$ cat src/pacc_pkg.sv
// constants and types for the pulse accumulator and periodic interrupt block
package pacc_pkg;

   ////////////////////////////////////////////////////////////////////////////
   // register byte addresses
   localparam logic [7:0] ADDR_IRQ_ENABLE = 8'h24;
   localparam logic [7:0] ADDR_FLAGS      = 8'h28;
   localparam logic [7:0] ADDR_CONTROL    = 8'h2C;
   localparam logic [7:0] ADDR_COUNT      = 8'h30;
   localparam int         ADDR_DECODE_W   = 8;

   ////////////////////////////////////////////////////////////////////////////
   // field positions shared by the enable and flag registers
   localparam int BIT_TIMER_OVF  = 7;
   localparam int BIT_PERIODIC   = 6;
   localparam int BIT_ACCUM_OVF  = 5;
   localparam int BIT_ACCUM_EDGE = 4;

   // field positions of the control register
   localparam int BIT_CTRL_ENABLE = 6;
   localparam int BIT_CTRL_MODE   = 5;
   localparam int BIT_CTRL_EDGE   = 4;

   ////////////////////////////////////////////////////////////////////////////
   // reset values
   localparam logic [7:0] RST_IRQ_ENABLE = 8'h00;
   localparam logic [7:0] RST_FLAGS      = 8'h00;
   localparam logic [7:0] RST_CONTROL    = 8'h00;

   // writable bits; the others read zero
   localparam logic [7:0] MASK_IRQ_ENABLE = 8'hF3;
   localparam logic [7:0] MASK_FLAGS      = 8'hF0;
   localparam logic [7:0] MASK_CONTROL    = 8'h73;

   ////////////////////////////////////////////////////////////////////////////
   // timing counts in E clock cycles
   localparam int          PERIODIC_BASE_CYCLES = 8192;
   localparam int          PERIODIC_CNT_W       = 16;
   localparam int          GATED_DIV_CYCLES     = 64;
   localparam int          GATED_CNT_W          = 6;
   localparam logic [7:0]  COUNT_MAX            = 8'hFF;
   localparam logic [1:0]  HTRANS_NONSEQ_BIT    = 2'h2;

   ////////////////////////////////////////////////////////////////////////////
   typedef enum logic {
      PACC_EVENT_COUNT = 1'b0,
      PACC_GATED_TIME  = 1'b1
   } pacc_mode_t;

   typedef struct packed {
      logic       timer_overflow_irq_enable;
      logic       periodic_irq_enable;
      logic       accum_overflow_irq_enable;
      logic       accum_edge_irq_enable;
      logic [1:0] unused;
      logic       timer_prescale_sel_hi;
      logic       timer_prescale_sel_lo;
   } pacc_irq_enable_t;

   typedef struct packed {
      logic       timer_overflow_flag;
      logic       periodic_flag;
      logic       accum_overflow_flag;
      logic       accum_edge_flag;
      logic [3:0] unused;
   } pacc_flags_t;

   typedef struct packed {
      logic       unused_hi;
      logic       accum_system_enable;
      pacc_mode_t accum_mode_select;
      logic       accum_edge_select;
      logic [1:0] unused_lo;
      logic [1:0] periodic_rate_select;
   } pacc_control_t;

   typedef struct packed {
      logic       write;
      logic       sel;
      logic [7:0] addr;
   } pacc_bus_phase_t;

endpackage

$ cat src/pacc_sync.sv
// three-stage synchroniser with agreement filter for one asynchronous input
`timescale 1ns/100ps
module pacc_sync (
   input  wire logic clock_i,
   input  wire logic nrst_i,
   input  wire logic ce_i,
   input  wire logic async_i,
   output logic      level_o
);

   logic stage1_reg;
   logic stage2_reg;
   logic stage3_reg;
   logic level_reg;

   // stage1 is read only by stage2
   always_ff @(posedge clock_i or negedge nrst_i) begin
      if (!nrst_i) begin
         stage1_reg <= 1'b0;
         stage2_reg <= 1'b0;
         stage3_reg <= 1'b0;
         level_reg  <= 1'b0;
      end else if (ce_i) begin
         stage1_reg <= async_i;
         stage2_reg <= stage1_reg;
         stage3_reg <= stage2_reg;
         if (stage2_reg == stage3_reg) begin
            level_reg <= stage3_reg;
         end
      end
   end

   assign level_o = level_reg;

endmodule

$ cat src/pacc_top.sv
// pulse accumulator and periodic interrupt with an ahb-lite register slave
`timescale 1ns/100ps
module pacc_top #(
   parameter int PERIODIC_BASE = pacc_pkg::PERIODIC_BASE_CYCLES
) (
   input  wire logic        clock_i,
   input  wire logic        nrst_i,
   input  wire logic        ce_i,
   // ahb-lite slave
   input  wire logic        hsel_i,
   input  wire logic [31:0] haddr_i,
   input  wire logic [1:0]  htrans_i,
   input  wire logic        hwrite_i,
   input  wire logic [2:0]  hsize_i,
   input  wire logic [31:0] hwdata_i,
   input  wire logic        hready_i,
   output logic [31:0]      hrdata_o,
   output logic             hreadyout_o,
   output logic             hresp_o,
   // pin and neighbouring events
   input  wire logic        accum_input_pin_i,
   input  wire logic        timer_overflow_evt_i,
   // interrupt requests and prescale selection
   output logic             accum_overflow_irq_o,
   output logic             accum_edge_irq_o,
   output logic             periodic_irq_o,
   output logic             timer_overflow_irq_o,
   output logic [1:0]       timer_prescale_sel_o
);

   ////////////////////////////////////////////////////////////////////////////
   // state

   pacc_pkg::pacc_irq_enable_t                  irq_enable_reg;
   pacc_pkg::pacc_flags_t                       flags_reg;
   pacc_pkg::pacc_control_t                     control_reg;
   logic [7:0]                                  accum_count_reg;
   pacc_pkg::pacc_bus_phase_t                   phase_reg;
   logic [31:0]                                 hrdata_reg;
   logic                                        accum_input_dly_reg;
   logic [pacc_pkg::PERIODIC_CNT_W-1:0]         periodic_base_reg;
   logic [2:0]                                  periodic_post_reg;
   logic [pacc_pkg::GATED_CNT_W-1:0]            gated_div_reg;

   ////////////////////////////////////////////////////////////////////////////
   // bus decode

   wire        addr_take;
   wire [7:0]  addr_low;
   wire        wr_active;
   wire [7:0]  wr_byte;
   wire        wr_irq_enable;
   wire        wr_flags;
   wire        wr_control;
   wire        wr_count;
   wire [7:0]  rd_byte;
   wire [31:0] rd_word;

   assign addr_take = ce_i & hsel_i & hready_i & htrans_i[1];
   assign addr_low  = haddr_i[pacc_pkg::ADDR_DECODE_W-1:0];

   assign wr_active     = ce_i & phase_reg.sel & phase_reg.write;
   assign wr_byte       = hwdata_i[7:0];
   assign wr_irq_enable = wr_active & (phase_reg.addr == pacc_pkg::ADDR_IRQ_ENABLE);
   assign wr_flags      = wr_active & (phase_reg.addr == pacc_pkg::ADDR_FLAGS);
   assign wr_control    = wr_active & (phase_reg.addr == pacc_pkg::ADDR_CONTROL);
   assign wr_count      = wr_active & (phase_reg.addr == pacc_pkg::ADDR_COUNT);

   // unmapped addresses read zero
   assign rd_byte =
      (addr_low == pacc_pkg::ADDR_IRQ_ENABLE) ? irq_enable_reg :
      (addr_low == pacc_pkg::ADDR_FLAGS)      ? flags_reg :
      (addr_low == pacc_pkg::ADDR_CONTROL)    ? control_reg :
      (addr_low == pacc_pkg::ADDR_COUNT)      ? accum_count_reg :
      8'h00;
   assign rd_word = {24'h000000, rd_byte};

   // a read samples the count before the same edge's increment lands
   always_ff @(posedge clock_i or negedge nrst_i) begin
      if (!nrst_i) begin
         phase_reg  <= '0;
         hrdata_reg <= 32'h00000000;
      end else if (ce_i) begin
         if (hready_i) begin
            phase_reg.sel   <= addr_take;
            phase_reg.write <= hwrite_i;
            phase_reg.addr  <= addr_low;
         end
         if (addr_take & ~hwrite_i) begin
            hrdata_reg <= rd_word;
         end
      end
   end

   assign hrdata_o    = hrdata_reg;
   // zero wait states; a low clock enable stalls the bus rather than losing a transfer
   assign hreadyout_o = ce_i;
   assign hresp_o     = 1'b0;

   ////////////////////////////////////////////////////////////////////////////
   // input pin conditioning

   wire accum_input;
   wire accum_rise;
   wire accum_fall;

   // three synchroniser flops and a level flop; a new level counts only once the last two stages agree
   pacc_sync u_input_sync (
      .clock_i (clock_i),
      .nrst_i  (nrst_i),
      .ce_i    (ce_i),
      .async_i (accum_input_pin_i),
      .level_o (accum_input)
   );

   always_ff @(posedge clock_i or negedge nrst_i) begin
      if (!nrst_i) begin
         accum_input_dly_reg <= 1'b0;
      end else if (ce_i) begin
         accum_input_dly_reg <= accum_input;
      end
   end

   // one edge per E cycle at most; faster pin activity is filtered away
   assign accum_rise = accum_input & ~accum_input_dly_reg;
   assign accum_fall = ~accum_input & accum_input_dly_reg;

   ////////////////////////////////////////////////////////////////////////////
   // gated time prescaler, free running

   wire gated_tick;

   assign gated_tick =
      (gated_div_reg == pacc_pkg::GATED_CNT_W'(pacc_pkg::GATED_DIV_CYCLES - 1));

   always_ff @(posedge clock_i or negedge nrst_i) begin
      if (!nrst_i) begin
         gated_div_reg <= '0;
      end else if (ce_i) begin
         gated_div_reg <= gated_div_reg + pacc_pkg::GATED_CNT_W'(1);
      end
   end

   ////////////////////////////////////////////////////////////////////////////
   // accumulator

   wire        acc_enabled;
   wire        acc_gated;
   wire        edge_selected;
   wire        level_counts;
   wire        count_event;
   wire        count_gated;
   wire        count_inc;
   wire        count_wrap;
   wire [7:0]  count_next;

   assign acc_enabled = control_reg.accum_system_enable;
   assign acc_gated   = (control_reg.accum_mode_select == pacc_pkg::PACC_GATED_TIME);

   // edge select 0 picks falling, 1 picks rising
   assign edge_selected = control_reg.accum_edge_select ? accum_rise : accum_fall;
   // in gated mode the level equal to edge select inhibits counting
   assign level_counts  = (accum_input != control_reg.accum_edge_select);

   assign count_event = acc_enabled & ~acc_gated & edge_selected;
   assign count_gated = acc_enabled & acc_gated & gated_tick & level_counts;
   assign count_inc   = count_event | count_gated;

   // a software write to the count wins over a same-cycle increment
   assign count_wrap = count_inc & ~wr_count & (accum_count_reg == pacc_pkg::COUNT_MAX);
   assign count_next = wr_count  ? wr_byte :
                       count_inc ? accum_count_reg + 8'h01 :
                       accum_count_reg;

   // the count has no reset so that it survives one
   always_ff @(posedge clock_i) begin
      if (ce_i) begin
         accum_count_reg <= count_next;
      end
   end

   ////////////////////////////////////////////////////////////////////////////
   // periodic interrupt divider

   wire       base_tick;
   wire [2:0] rate_mask;
   wire       periodic_evt;

   assign base_tick =
      (periodic_base_reg == pacc_pkg::PERIODIC_CNT_W'(PERIODIC_BASE - 1));

   // post divider of 1, 2, 4 or 8 base intervals
   assign rate_mask =
      (control_reg.periodic_rate_select == 2'h0) ? 3'h0 :
      (control_reg.periodic_rate_select == 2'h1) ? 3'h1 :
      (control_reg.periodic_rate_select == 2'h2) ? 3'h3 :
      3'h7;

   // flag clears never touch the divider, so service latency cannot stretch a period
   assign periodic_evt = base_tick & ((periodic_post_reg & rate_mask) == rate_mask);

   // only reset restarts the divider; no register access touches it
   always_ff @(posedge clock_i or negedge nrst_i) begin
      if (!nrst_i) begin
         periodic_base_reg <= '0;
         periodic_post_reg <= 3'h0;
      end else if (ce_i) begin
         if (base_tick) begin
            periodic_base_reg <= '0;
            periodic_post_reg <= periodic_post_reg + 3'h1;
         end else begin
            periodic_base_reg <= periodic_base_reg + pacc_pkg::PERIODIC_CNT_W'(1);
         end
      end
   end

   ////////////////////////////////////////////////////////////////////////////
   // flags: set wins over write-one-clear

   wire [7:0] flag_set;
   wire [7:0] flag_clr;
   wire [7:0] flags_next;

   assign flag_set[pacc_pkg::BIT_TIMER_OVF]  = timer_overflow_evt_i;
   assign flag_set[pacc_pkg::BIT_PERIODIC]   = periodic_evt;
   assign flag_set[pacc_pkg::BIT_ACCUM_OVF]  = count_wrap;
   assign flag_set[pacc_pkg::BIT_ACCUM_EDGE] = acc_enabled & edge_selected;
   assign flag_set[3:0]                      = 4'h0;

   assign flag_clr   = wr_flags ? wr_byte : 8'h00;
   assign flags_next = ((flags_reg & ~flag_clr) | flag_set) & pacc_pkg::MASK_FLAGS;

   always_ff @(posedge clock_i or negedge nrst_i) begin
      if (!nrst_i) begin
         flags_reg <= pacc_pkg::RST_FLAGS;
      end else if (ce_i) begin
         flags_reg <= flags_next;
      end
   end

   ////////////////////////////////////////////////////////////////////////////
   // enable and control registers

   always_ff @(posedge clock_i or negedge nrst_i) begin
      if (!nrst_i) begin
         irq_enable_reg <= pacc_pkg::RST_IRQ_ENABLE;
         control_reg    <= pacc_pkg::RST_CONTROL;
      end else if (ce_i) begin
         if (wr_irq_enable) begin
            irq_enable_reg <= wr_byte & pacc_pkg::MASK_IRQ_ENABLE;
         end
         if (wr_control) begin
            control_reg <= wr_byte & pacc_pkg::MASK_CONTROL;
         end
      end
   end

   ////////////////////////////////////////////////////////////////////////////
   // interrupt requests, each enable paired with the flag at its bit

   wire [7:0] irq_pending;

   assign irq_pending = irq_enable_reg & flags_reg;

   assign accum_overflow_irq_o = irq_pending[pacc_pkg::BIT_ACCUM_OVF];
   assign accum_edge_irq_o     = irq_pending[pacc_pkg::BIT_ACCUM_EDGE];
   assign periodic_irq_o       = irq_pending[pacc_pkg::BIT_PERIODIC];
   assign timer_overflow_irq_o = irq_pending[pacc_pkg::BIT_TIMER_OVF];
   assign timer_prescale_sel_o = {irq_enable_reg.timer_prescale_sel_hi,
                                  irq_enable_reg.timer_prescale_sel_lo};

   ////////////////////////////////////////////////////////////////////////////
   // transfer size is not checked; byte lane 0 carries every register
   wire unused_ok;
   assign unused_ok = &{1'b0, hsize_i, haddr_i[31:8], hwdata_i[31:8], htrans_i[0]};

endmodule

$ cat config.mk
export PLATFORM = sky130hd
export DESIGN_NAME = pacc_top
export DESIGN_NICKNAME = d
export VERILOG_FILES = /design/src/pacc_pkg.sv /design/src/pacc_sync.sv /design/src/pacc_top.sv
export SDC_FILE = /design/constraint.sdc
export NUM_CORES = 1
export LEC_CHECK = 0
export ABC_CLOCK_PERIOD_IN_PS = 2200
export BUFFER_PORTS_ARGS = -buffer_cell sky130_fd_sc_hd__clkbuf_2
export CORE_UTILIZATION = 51
export DETAILED_ROUTE_END_ITERATION = 12
export PLACE_DENSITY = 0.8
export SLEW_MARGIN = 10
export SYNTH_ARGS = -nofsm -noshare
export SYNTH_HDL_FRONTEND = slang
export SYNTH_SLANG_ARGS = --single-unit
$ cat constraint.sdc
create_clock -name clock_i -period 2.2 [get_ports clock_i]
set_input_delay 0.11 -clock clock_i [delete_from_list [all_inputs] [get_ports clock_i]]
set_output_delay 0.11 -clock clock_i [all_outputs]
set_load 0.02 [all_outputs]
# Word-level counts from Yosys, hierarchy flattened
# Cells that the tools add are included.
[totals] regBits=71 wordCells=100 input_bits=77 out_inout_bits=40
[op_classes] n_reduce_logical=9 bitwise=32 mux=12 eq_ne=16 n_addsub=4
[ops] cell="$eq 8x6->1 const B" count=8
[ops] cell="$mux 8" count=7
[ops] cell="$and 1x1->1" count=21
[ops] cell="$add 16x1->16 const B" count=1
[ops] cell="$and 8x8->8" count=2
[ops] cell="$eq 16x13->1 const B" count=1
[ops] cell="$mux 16" count=1
[ops] cell="$reduce_and 2->1" count=7
[ops] cell="$mux 3" count=3
[ops] cell="$add 8x1->8 const B" count=1
[ops] cell="$eq 8x8->1 const B" count=1
[ops] cell="$not 8->8" count=1
[ops] cell="$or 8x8->8" count=1
[ops] cell="$add 6x1->6 const B" count=1
[ops] cell="$eq 6x6->1 const B" count=1
[ops] cell="$not 1->1" count=5
[ops] cell="$add 3x1->3 const B" count=1
[ops] cell="$and 3x3->3" count=1
[ops] cell="$eq 3x3->1" count=1
[ops] cell="$eq 2x1->1 const B" count=1
[ops] cell="$eq 2x2->1 const B" count=1
[ops] cell="$logic_not 2->1" count=1
[ops] cell="$reduce_bool 2->1" count=1
[ops] cell="$eq 1x1->1" count=1
[ops] cell="other kinds (3)" count=3

# Logic depth before layout (Yosys ltp)
# Gate-level depths: netlist of the first run.
[logic_depth] depth_word=8 depth_mapped=6 mapped_depth_nobuf=5

# Cells and area by module
# A second synthesis of the first run with hierarchy kept.
[unflattened] hier_cells=336 hier_area_um2=3623.5
[by_module_without_submodules] module="pacc_top" instances=1 cells_per_inst=326 area_per_inst_um2=3467.1 seq_area_each_um2=1716.6
[by_module_without_submodules] module="pacc_sync" instances=1 cells_per_inst=10 area_per_inst_um2=156.4 seq_area_each_um2=100.1

# Least setup slack after synthesis of the first run
# No wires, ideal clock.
[synth_path] kind="reg-to-reg" startpoint="register periodic_base_reg[0] (netlist bit)" endpoint="register periodic_post_reg[1]" stages_incl_launch_ff=7 arrival_ns=1.576 required_ns=2.075 setup_ns=0.125 path_slack_ns=0.500 cell_sequence="dfrtp_1 > ha_1 > and3_1 > nor3b_2 > and2_1 > buf_4 > mux2_2"
[synth_via] elab_chain_cells=2
[synth_lines] item="from (decl)" line="pacc_top.sv:41" rtl="logic [pacc_pkg::PERIODIC_CNT_W-1:0] periodic_base_reg;"
[synth_lines] item="from (signal assigned)" line="pacc_top.sv:212" rtl="periodic_base_reg <= periodic_base_reg + pacc_pkg::PERIODIC_CNT_W'(1);"
[synth_lines] item="$eq 16x13->1" line="pacc_top.sv:190" rtl="(periodic_base_reg == pacc_pkg::PERIODIC_CNT_W'(PERIODIC_BASE - 1));"
[synth_lines] item="$reduce_and 2->1 (no source line)"
[synth_lines] item="to (signal assigned)" line="pacc_top.sv:210" rtl="periodic_post_reg <= periodic_post_reg + 3'h1;"
[synth_lines] item="to (decl)" line="pacc_top.sv:42" rtl="logic [2:0] periodic_post_reg;"
# Every way passes these cells.
# A chain may end at the register's enable or synchronous reset.

# Worst setup path in the final report of the first run
[layout_path] startpoint="register phase_reg[0] (netlist bit)" endpoint="register irq_enable_reg[4] (netlist bit)"
[layout_via] elab_chain_cells=3
[layout_lines] item="from (decl)" line="pacc_top.sv:38" rtl="pacc_pkg::pacc_bus_phase_t phase_reg;"
[layout_lines] item="$eq 8x6->1" line="pacc_top.sv:64" rtl="assign wr_irq_enable = wr_active & (phase_reg.addr == pacc_pkg::ADDR_IRQ_ENABLE);"
[layout_lines] item="$and 1x1->1" line="pacc_top.sv:64"
[layout_lines] item="$reduce_and 2->1 (no source line)"
[layout_lines] item="to (signal assigned)" line="pacc_top.sv:246" rtl="irq_enable_reg <= pacc_pkg::RST_IRQ_ENABLE;"
[layout_lines] item="to (signal assigned)" line="pacc_top.sv:250" rtl="irq_enable_reg <= wr_byte & pacc_pkg::MASK_IRQ_ENABLE;"
[layout_lines] item="to (decl)" line="pacc_top.sv:34" rtl="pacc_pkg::pacc_irq_enable_t irq_enable_reg;"
# Every way passes these cells.

==> results of run 1 <==
==> cells by family after synthesis <==
group | Yosys count | synth area share, %
xor gates and xnor gates | 27 | 6.495
muxes | 32 | 9.794
and+or+nand+nor | 114 | 17.42
DFF | 71 | 49.90
adders and majority gates | 4 | 1.375
other | 1 | 0.1030
AOI/OAI and AO/OA | 42 | 7.388
buffers and inverters | 43 | 7.526
==> metrics by stage <==
stage	cells	hold slack (ns)	setup slack (ns)	area [um2]
after floorplan	358	-0.1856	0.4995	3731
after global placement	464	0.1612	0.3949	3855
after detailed placement	464	0.1717	0.3852	3855
after CTS	484	0.005572	0.3618	4070
after global routing	484	0.01880	0.2478	4070
final	484	0.01464	0.3748	4070
==> per-layer routing <==
metal,routed length [um],GRT usage (%),vias to the layer above
met4,129,9.545,0
met3,280,3.333,12
met1,3257,27.56,1224
met5,0,0,-
li1,-,-,1221
met2,3180,32.11,67
==> cell type report <==
| type | instances | area, um2 | area share [%] |
|---|---|---|---|
| inverters | 6 | 22.52 | 0.5533 |
| flip-flops and latches | 71 | 1817 | 44.64 |
| repair buffers | 51 | 295.3 | 7.255 |
| clock buffers | 11 | 141.4 | 3.474 |
| well taps | 96 | 120.1 | 2.951 |
| clock inverters | 5 | 33.78 | 0.8300 |
| multi-input cells | 244 | 1640 | 40.30 |
==> cells in the final DEF (no fill, tap or decap), types with 9 or more instances in the layout <==
cell type and count:
nor2_1 24, xnor2_1 19, clkbuf_8 10, a21oi_1 14, dfrtp_1 63, clkbuf_2 39
nand2_1 31, o21ai_0 9, conb_1 25, mux2_2 29
==> final timing paths <==
check	slack (ns)	startpoint	endpoint
max	0.37	phase_reg[0]$_DFFE_PN0P_	irq_enable_reg[4]$_DFFE_PN0P_
min in group asynchronous	0.31	nrst_i	periodic_base_reg[6]$_DFFE_PN0P_
max in group asynchronous	1.15	nrst_i	irq_enable_reg[5]$_DFFE_PN0P_
min reg2reg	0.48	periodic_post_reg[2]$_DFFE_PN0P_	periodic_post_reg[2]$_DFFE_PN0P_
max reg2reg	0.37	phase_reg[0]$_DFFE_PN0P_	irq_enable_reg[4]$_DFFE_PN0P_
min	0.01	haddr_i[6]	phase_reg[6]$_DFFE_PN0P_
==> repair_timing <==
item	CTS	global route
setup buffers	0	0
endpoints found under the hold margin	28	0
gates resized for setup	0	0
endpoints found under the setup margin	0	0
hold buffers	4	0
==> where the power goes <==
group	switching, W	internal [W]
clock network	0.000492	0.000438
logic	0.000219	0.000207
registers	0.000159	0.00149
==> metrics.cfg, run 1 <==
[logic_synthesis]
synth.most_common_cell=dfrtp_1
synth_cell_types=46
yosysSeqAreaShare_pct=49.90
synth_edf_count=8
synth.largest_area_cell=dfrtp_1
async_flop_share_pct=88.73
ys_ff_latch=71
synthCells=334
synth.yosys.warnings=0
netlist_top_cells_count=63 x dfrtp_1, 31 x nand2_1, 29 x buf_4, 29 x mux2_2, 24 x nor2_1
netlist_area_um2=3641
ys_top_cells_by_area=dfrtp_1 43%, mux2_2 9.0%, edfxtp_1 6.6%
synth.top_cell.area_share_pct=43.30
postSynthAreaPerCell_um2=10.90
synth_ff_type=dfrtp_1

[clock_tree]
cts-root-buf=clkbuf_8
htree_levels=3
cts_tree=built
cts_buffer_depth=2
clkTransAtPathRegs_ns=0.08
insertion_delay_ns=0.35
clock_sinks=71
cts_buffers=9

[critical_path]
cpMaxStageDelayCell=nor4b_4
path_buf_inv=0
cpLargestDelayFamily=simple AND/OR/NAND/NOR gates
startpoint_type=register
path_cells=nor4b_4 -> nand2_2 -> nor4b_4 -> mux2_2
path_class=register to register
reg2reg_depth=4
end_kind=register
cpMostUsedCell=nor4b_4
cp_data_arrival_time_ns=2.06
worstPathRequired_ns=2.43
crit_cells=4
slowest_delay_ns=0.44
crit_fanout=6

[min_path]
hp-class=input pin to register
whs_path_depth=2

[timing]
max_freq_mhz=547.9
hold_viol=0
final-setup-viol-count=0
grt_setup_unrepaired=false
period_minus_slack_ns=1.825
max_slew_margin_pct=48.33
setup_tns_ns=0
worst_pin_slew_ns=0.7734
skew_ns=0.01174
fin_crit_sh_pct=82.96
slew_violations=0

[routing]
drc=0
dr.pass1.iters=4
drt_iter0_drc=164
vias=2524
wirelength_um=6846
ant_nets=0
vias_per_cell=5.215
wl_per_cell_um=14.14

[grt]
grt-ovfl-total=0
grt_max_degree=28
antenna_found_initial=0
grt_pass1_vias=2402
grt_pass1_wl_um=11540
track_usage_pct=20.33

[die]
dieArea_um2=7481
fp.dieW_um=86.50
num_rows=30
die_h_um=86.50
start_util_pct=53.30
core_area_um2=6832
pin_count=117

[power]
ir_drop_v=0.0003855
fin_total_pwr_w=0.003001
p_per_area_nw_per_um2=737.4
leakage_nw=1.851

[cells_and_area]
finish.utilization_pct=59.58
largest_reg_flops=16
nets=464
drive_gt1_share_pct=25.26
syn_to_final_growth_pct=11.79
diodes=0
fill_cells=571

[status]
outcome=complete, no violations

[placement]
hpwl_um=4948
port_buffers=39
gp_congestion=0.8154

[job]
drv_cap=0

Note: power is estimated with default switching activity, not from simulation.
==> inputs of run 2 (changes only) <==
- ABC_CLOCK_PERIOD_IN_PS: 2200 -> 1600
- CORE_UTILIZATION: 51 -> 46
- PLACE_DENSITY: 0.8 -> 0.76
- clock period: 2.2 -> 1.6 ns (I/O delays scaled with it)
==> run 2 against run 1 <==
  * The flow now finishes with violations (negative setup slack)
  * Sequential power is 38% higher
  * Final cell count up 6.6%
  * Via count increased by 7.3%
  * Die area is 11% higher
==> metrics.cfg, run 2 (synthesis results as in run 1) <==
[power]
switching_share_pct=29.23
leakage_nw=2.031
power.switching_w=0.001267
ir_drop_v=0.0006658
pwr-share-clk_pct=30.5
fin_total_pwr_w=0.004333
p_int_w=0.003067
pwr-share-comb_pct=17.2
p_per_area_nw_per_um2=976.2
power_frac_seq_pct=52.3

[die]
pin_count=117
die_h_um=90.97
dieArea_um2=8275
core_area_um2=7687
start_util_pct=47.36
fp.dieW_um=90.97
num_rows=32

[clock_tree]
htree_levels=3
cts_buffer_depth=2
clock_sinks=71
cts_tree=built
cts_buffers=9
cts-root-buf=clkbuf_8
clkTransAtPathRegs_ns=0.07
insertion_delay_ns=0.35

[placement]
dp.cells=485
hpwl_um=5129
gp_congestion=0.8244
port_buffers=39
pre_cts_ws_ns=-0.1111

[grt]
grt-ovfl-total=0
grt_pass1_vias=2571
grt_pass1_wl_um=12300
antenna_found_initial=0
grt_max_degree=64
track_usage_pct=19.06

[cells_and_area]
final_common_cell=dfrtp_1
fill_cells=631
drive_gt1_share_pct=32.37
syn_to_final_growth_pct=21.92
finish.utilization_pct=57.75
final_cell_count_no_fill=516
final_cell_mix=63 x dfrtp_1, 39 x clkbuf_2, 31 x nand2_1
diodes=0
largest_reg_flops=16
nets=490

[timing]
worst_pin_slew_ns=0.5879
layout_setup_ws_ns=-0.1074
period_minus_slack_ns=1.707
final-setup-viol-count=15
max_freq_mhz=585.7
fin_crit_sh_pct=106.7
max_slew_margin_pct=60.44
grt_setup_unrepaired=true
hold_viol=0
slew_violations=0
setup_tns_ns=-0.9378
skew_ns=0.006166

[critical_path]
reg2reg_depth=5
crit_fanout=6
path_class=register to register
r2r-start=phase_reg[7]$_DFFE_PN0P_
r2r_end=irq_enable_reg[7]$_DFFE_PN0P_
regToRegSetupSlack_ns=-0.11
startpoint=phase_reg[7]$_DFFE_PN0P_
worstPathRequired_ns=1.84
end_kind=register
cp_data_arrival_time_ns=1.94
startpoint_type=register

[routing]
wl_per_cell_um=14.69
drt_iter0_drc=152
dr.pass1.iters=4
wirelength_um=7579
drc=0
vias=2707
vias_per_cell=5.246
ant_nets=0

[status]
violations=negative setup slack
outcome=complete, but fails checks

[min_path]
whs_endpoint=timer_prescale_sel_o[0]$_DFFE_PN0P_
whs_path_depth=2
hp-class=input pin to register
hp-start=hwdata_i[0]

[job]
drv_cap=0

## run 2: changes by cell type in the layout (fill, tap and decap cells not counted), moves of 3 or more
cell	change
nor2_2	+5
nor2_1	-6
buf_4	+14
mux2_4	+5
buf_6	+5
a21oi_1	-3
a21oi_2	+3
mux2_2	-5
dlygate4sd3_1	+6
## run 2: cell type report
cell class / instances / area (um2) / share of cell area (%)
Clock buffer: 11 / 151.4 / 3.410
Clock inverter: 5 / 32.53 / 0.7328
Sequential cell: 71 / 1817 / 40.92
Multi-Input combinational cell: 244 / 1752 / 39.46
Inverter: 6 / 22.52 / 0.5073
Timing Repair Buffer: 77 / 536.8 / 12.09
Tap cell: 102 / 127.6 / 2.875
## run 2: timing repair
action	in CTS	in global routing
endpoints found under the setup margin	18	37
gates resized for setup	8	20
cloned	0	1
hold buffers	10	0
setup buffers	0	4
pin swaps	2	7
endpoints found under the hold margin	72	0
## run 2: per-stage QoR
stage          area [um2]  hold WS (ns)
5_1_grt              4439       0.02851
4_1_cts              4322      0.001402
6_report             4439       0.02313
3_5_place_dp         4006        0.1245
3_3_place_gp         4006        0.1226
2_1_floorplan        3755       -0.2156
## run 2: worst max-delay path by stage
| stage | endpoint | slack, ns | cells after the start |
|---|---|---|---|
| floorplan | periodic_post_reg[1]$_DFFE_PN0P_ | -0.06 | 6 |
| global placement | timer_prescale_sel_o[1]$_DFFE_PN0P_ | -0.08 | 5 |
| detailed placement | irq_enable_reg[4]$_DFFE_PN0P_ | -0.11 | 5 |
| CTS | irq_enable_reg[7]$_DFFE_PN0P_ | -0.1 | 5 |
| global route | timer_prescale_sel_o[1]$_DFFE_PN0P_ | -0.17 | 5 |
| finish | irq_enable_reg[7]$_DFFE_PN0P_ | -0.11 | 5 |
## run 2: worst max-delay path, cell delays in order (launching register included)
cell and delay [ns]:
dfrtp_1 0.40, nor4b_4 0.33, nand2_2 0.12, nor4b_4 0.23
buf_6 0.18, mux2_2 0.34
## run 2: power groups by stage
stage                     clock network, W  registers (W)  logic, W
after global routing               0.00145        0.00230  0.000823
after floorplan                          0        0.00227  0.000476
after detailed placement                 0        0.00228  0.000689
after CTS                          0.00136        0.00225  0.000714
after global placement                   0        0.00227  0.000658
final                              0.00132        0.00227  0.000744
## run 2: layer usage
metal  up-vias  share of wire (%)  track usage, %
li1       1272                  -               -
met1      1339                 47           26.79
met2        82                 48           29.10
met3        14                3.9           3.099
met4         0                1.8           8.466
met5         -                  0               0
==> inputs of run 3 (changes only) <==
- ABC_AREA: default -> 1
- ABC_CLOCK_PERIOD_IN_PS: 1600 -> default
- CORE_UTILIZATION: 46 -> 47
- PLACE_DENSITY: 0.76 -> 0.77
==> run 3 against run 2 <==
  * The run ends with negative hold slack left
  * Die area increased by 5.2%
  * Clock skew increased by 0.0045 ns
  * Synthesized area increased by 7.6%
  * Sequential share of layout area decreased by 0.29 points
  * Non-clock buffer count decreased by 21
==> metrics.cfg, run 3 <==
[power]
pwr-share-comb_pct=15.1
power.switching_w=0.001302
leakage_nw=2.345
pwr-share-clk_pct=33.2
fin_total_pwr_w=0.004295
p_per_area_nw_per_um2=960.0
ir_drop_v=0.0004598
p_int_w=0.002993
power_frac_seq_pct=51.7
switching_share_pct=30.32

[timing]
final-setup-viol-count=0
max_freq_mhz=652.5
hold_viol=1
fin_crit_sh_pct=95.78
layout_setup_ws_ns=0.06753
slew_violations=0
skew_ns=0.01063
whs_ns=-0.001078
period_minus_slack_ns=1.532

[routing]
top_layer_used=met4
vias=3316
drc=0
wl_met2_um=4136
drt_iter0_drc=217
wirelength_um=8249
vias_per_cell=4.942
ant_nets=0
dr.pass1.iters=4
drt-met1-wl_um=3604
wl_per_cell_um=12.29
wl_met3_um=367

[placement]
gp_congestion=0.8900
hpwl_um=5916
port_buffers=39
placed_cell_area_um2=4180
pre_cts_ws_ns=0.02158

[logic_synthesis]
synth_cell_types=34
synth_top_family_by_area=simple AND/OR/NAND/NOR gates
yosys.area_share.simple_pct=30.88
synth_edf_count=8
synth.largest_area_cell=dfrtp_1
postSynthAreaPerCell_um2=7.727
synthCells=507
yosys.area_share.adder_pct=1.278
netlist_top_cells_count=146 x nand2_1, 63 x dfrtp_1, 54 x inv_1
synth_ff_type=dfrtp_1
netlist_area_um2=3918
synth_compound_area_share_pct=6.420
async_flop_share_pct=88.73
ys_top_cells_by_area=dfrtp_1 40%, nand2_1 14%, edfxtp_1 6.1%
synth.most_common_cell=nand2_1
synth.top_cell.area_share_pct=40.24
ys_ff_latch=71
synthXorXnorAreaFrac_pct=3.354
synth.yosys.warnings=0
yosysSeqAreaShare_pct=46.37
synth.area.mux_share_pct=0.2555

[grt]
antenna_found_initial=0
track_usage_pct=20.58
grt_pass1_wl_um=14010
grt-ovfl-total=0
grt_pass1_vias=3025
grt_max_degree=64

[cells_and_area]
diodes=0
nets=645
final_common_cell=nand2_1
fin_area_um2=4474
multi_input_area_um2=1784
drive_gt1_share_pct=15.11
seqCellArea_um2=1818
fill_cells=707
final_cell_mix=146 x nand2_1, 62 x dfrtp_1, 53 x inv_1
largest_reg_flops=16
syn_to_final_growth_pct=14.21

[status]
outcome=complete, but fails checks
violations=negative hold slack

[clock_tree]
clkTransAtPathRegs_ns=0.08
cts-root-buf=clkbuf_8
insertion_delay_ns=0.35
cts_buffer_depth=2
cts_buffers=9
htree_levels=3
clock_sinks=71
cts_tree=built

[die]
pin_count=117
num_rows=32
fp.dieW_um=93.30
dieArea_um2=8704
die_h_um=93.30
core_area_um2=7888
start_util_pct=49.67

[critical_path]
cp_data_arrival_time_ns=1.64
end_kind=register
r2r-start=phase_reg[7]$_DFFE_PN0P_
worstPathRequired_ns=1.71
reg2reg_depth=7
r2r_end=accum_count_reg[7]$_DFFE_PP_
regToRegSetupSlack_ns=0.07
startpoint_type=register
crit_fanout=5
path_class=register to register

[min_path]
whs_endpoint=phase_reg[9]$_DFFE_PN0P_
hp-start=hwrite_i
whs_path_depth=3
hp-class=input pin to register

[job]
drv_cap=0

-- run 3: worst max-delay path by stage --
stage                                   endpoint  slack (ns)                          from  cells after the start
global placement    accum_count_reg[7]$_DFFE_PP_        0.04      phase_reg[7]$_DFFE_PN0P_                      7
CTS                 accum_count_reg[7]$_DFFE_PP_        0.01      phase_reg[1]$_DFFE_PN0P_                      7
finish              accum_count_reg[7]$_DFFE_PP_        0.07      phase_reg[7]$_DFFE_PN0P_                      7
global route        accum_count_reg[6]$_DFFE_PP_       -0.01  accum_count_reg[0]$_DFFE_PP_                      6
floorplan           accum_count_reg[0]$_DFFE_PP_         0.1      phase_reg[1]$_DFFE_PN0P_                      5
detailed placement  accum_count_reg[7]$_DFFE_PP_        0.02      phase_reg[1]$_DFFE_PN0P_                      7
-- run 3: logic make-up (layout without fill, tap and decap cells) --
logic type                 after synthesis  count (layout)
buffers and inverters                   89             127
DFF                                     71              71
AOI/OAI and AO/OA                       49              49
xor gates and xnor gates                15              15
muxes                                    1               1
adders and majority gates                4               4
and+or+nand+nor                        277             277
other                                    1              25
-- run 3: final cells by class --
cell class                      count  share of cell area (%)
Clock buffer                       10                   2.852
Clock inverter                      6                   1.398
Inverter                           55                   4.614
Multi-Input combinational cell    371                   39.88
Sequential cell                    71                   40.63
Tap cell                          102                   2.852
Timing Repair Buffer               56                   7.774
-- run 3: power by group through the flow --
stage	clock [W]	combinational (W)	sequential (W)
after floorplan	0	0.000487	0.00220
after global placement	0	0.000579	0.00223
after detailed placement	0	0.000610	0.00224
after CTS	0.00144	0.000617	0.00221
after global routing	0.00151	0.000747	0.00225
final	0.00142	0.000650	0.00222
-- run 3: routing by layer --
metal,vias to the layer above,global-route usage (%)
met2,96,35.23
met4,0,7.179
met5,-,0
met1,1524,26.33
met3,15,3.333
li1,1681,-
-- run 3: critical path, stage by stage, from the launching register on --
cell and delay [ns]:
dfrtp_1 0.41, nor2_4 0.15, nand3_2 0.10, nor3_4 0.22, buf_4 0.17, inv_1 0.07
o21ai_0 0.08, nand2_1 0.08
-- run 3: what timing repair did --
| item | CTS | global route |
|---|---|---|
| resized for setup | 0 | 12 |
| setup endpoints to repair | 0 | 19 |
| hold buffers | 5 | 0 |
| buffers inserted | 0 | 2 |
| endpoints found under the hold margin | 67 | 0 |
-- run 3: metrics by stage --
stage / util, % / TNS (ns) / std cells / hold slack (ns)
CTS: 56.04 / 0 / 669 / 0.002351
finish: 56.73 / 0 / 671 / -0.001078
global route: 56.73 / -0.02759 / 671 / 0.01608
floorplan: - / 0 / 531 / -0.2156
detailed placement: 53.00 / 0 / 648 / 0.1229
global placement: 53.00 / 0 / 648 / 0.1206
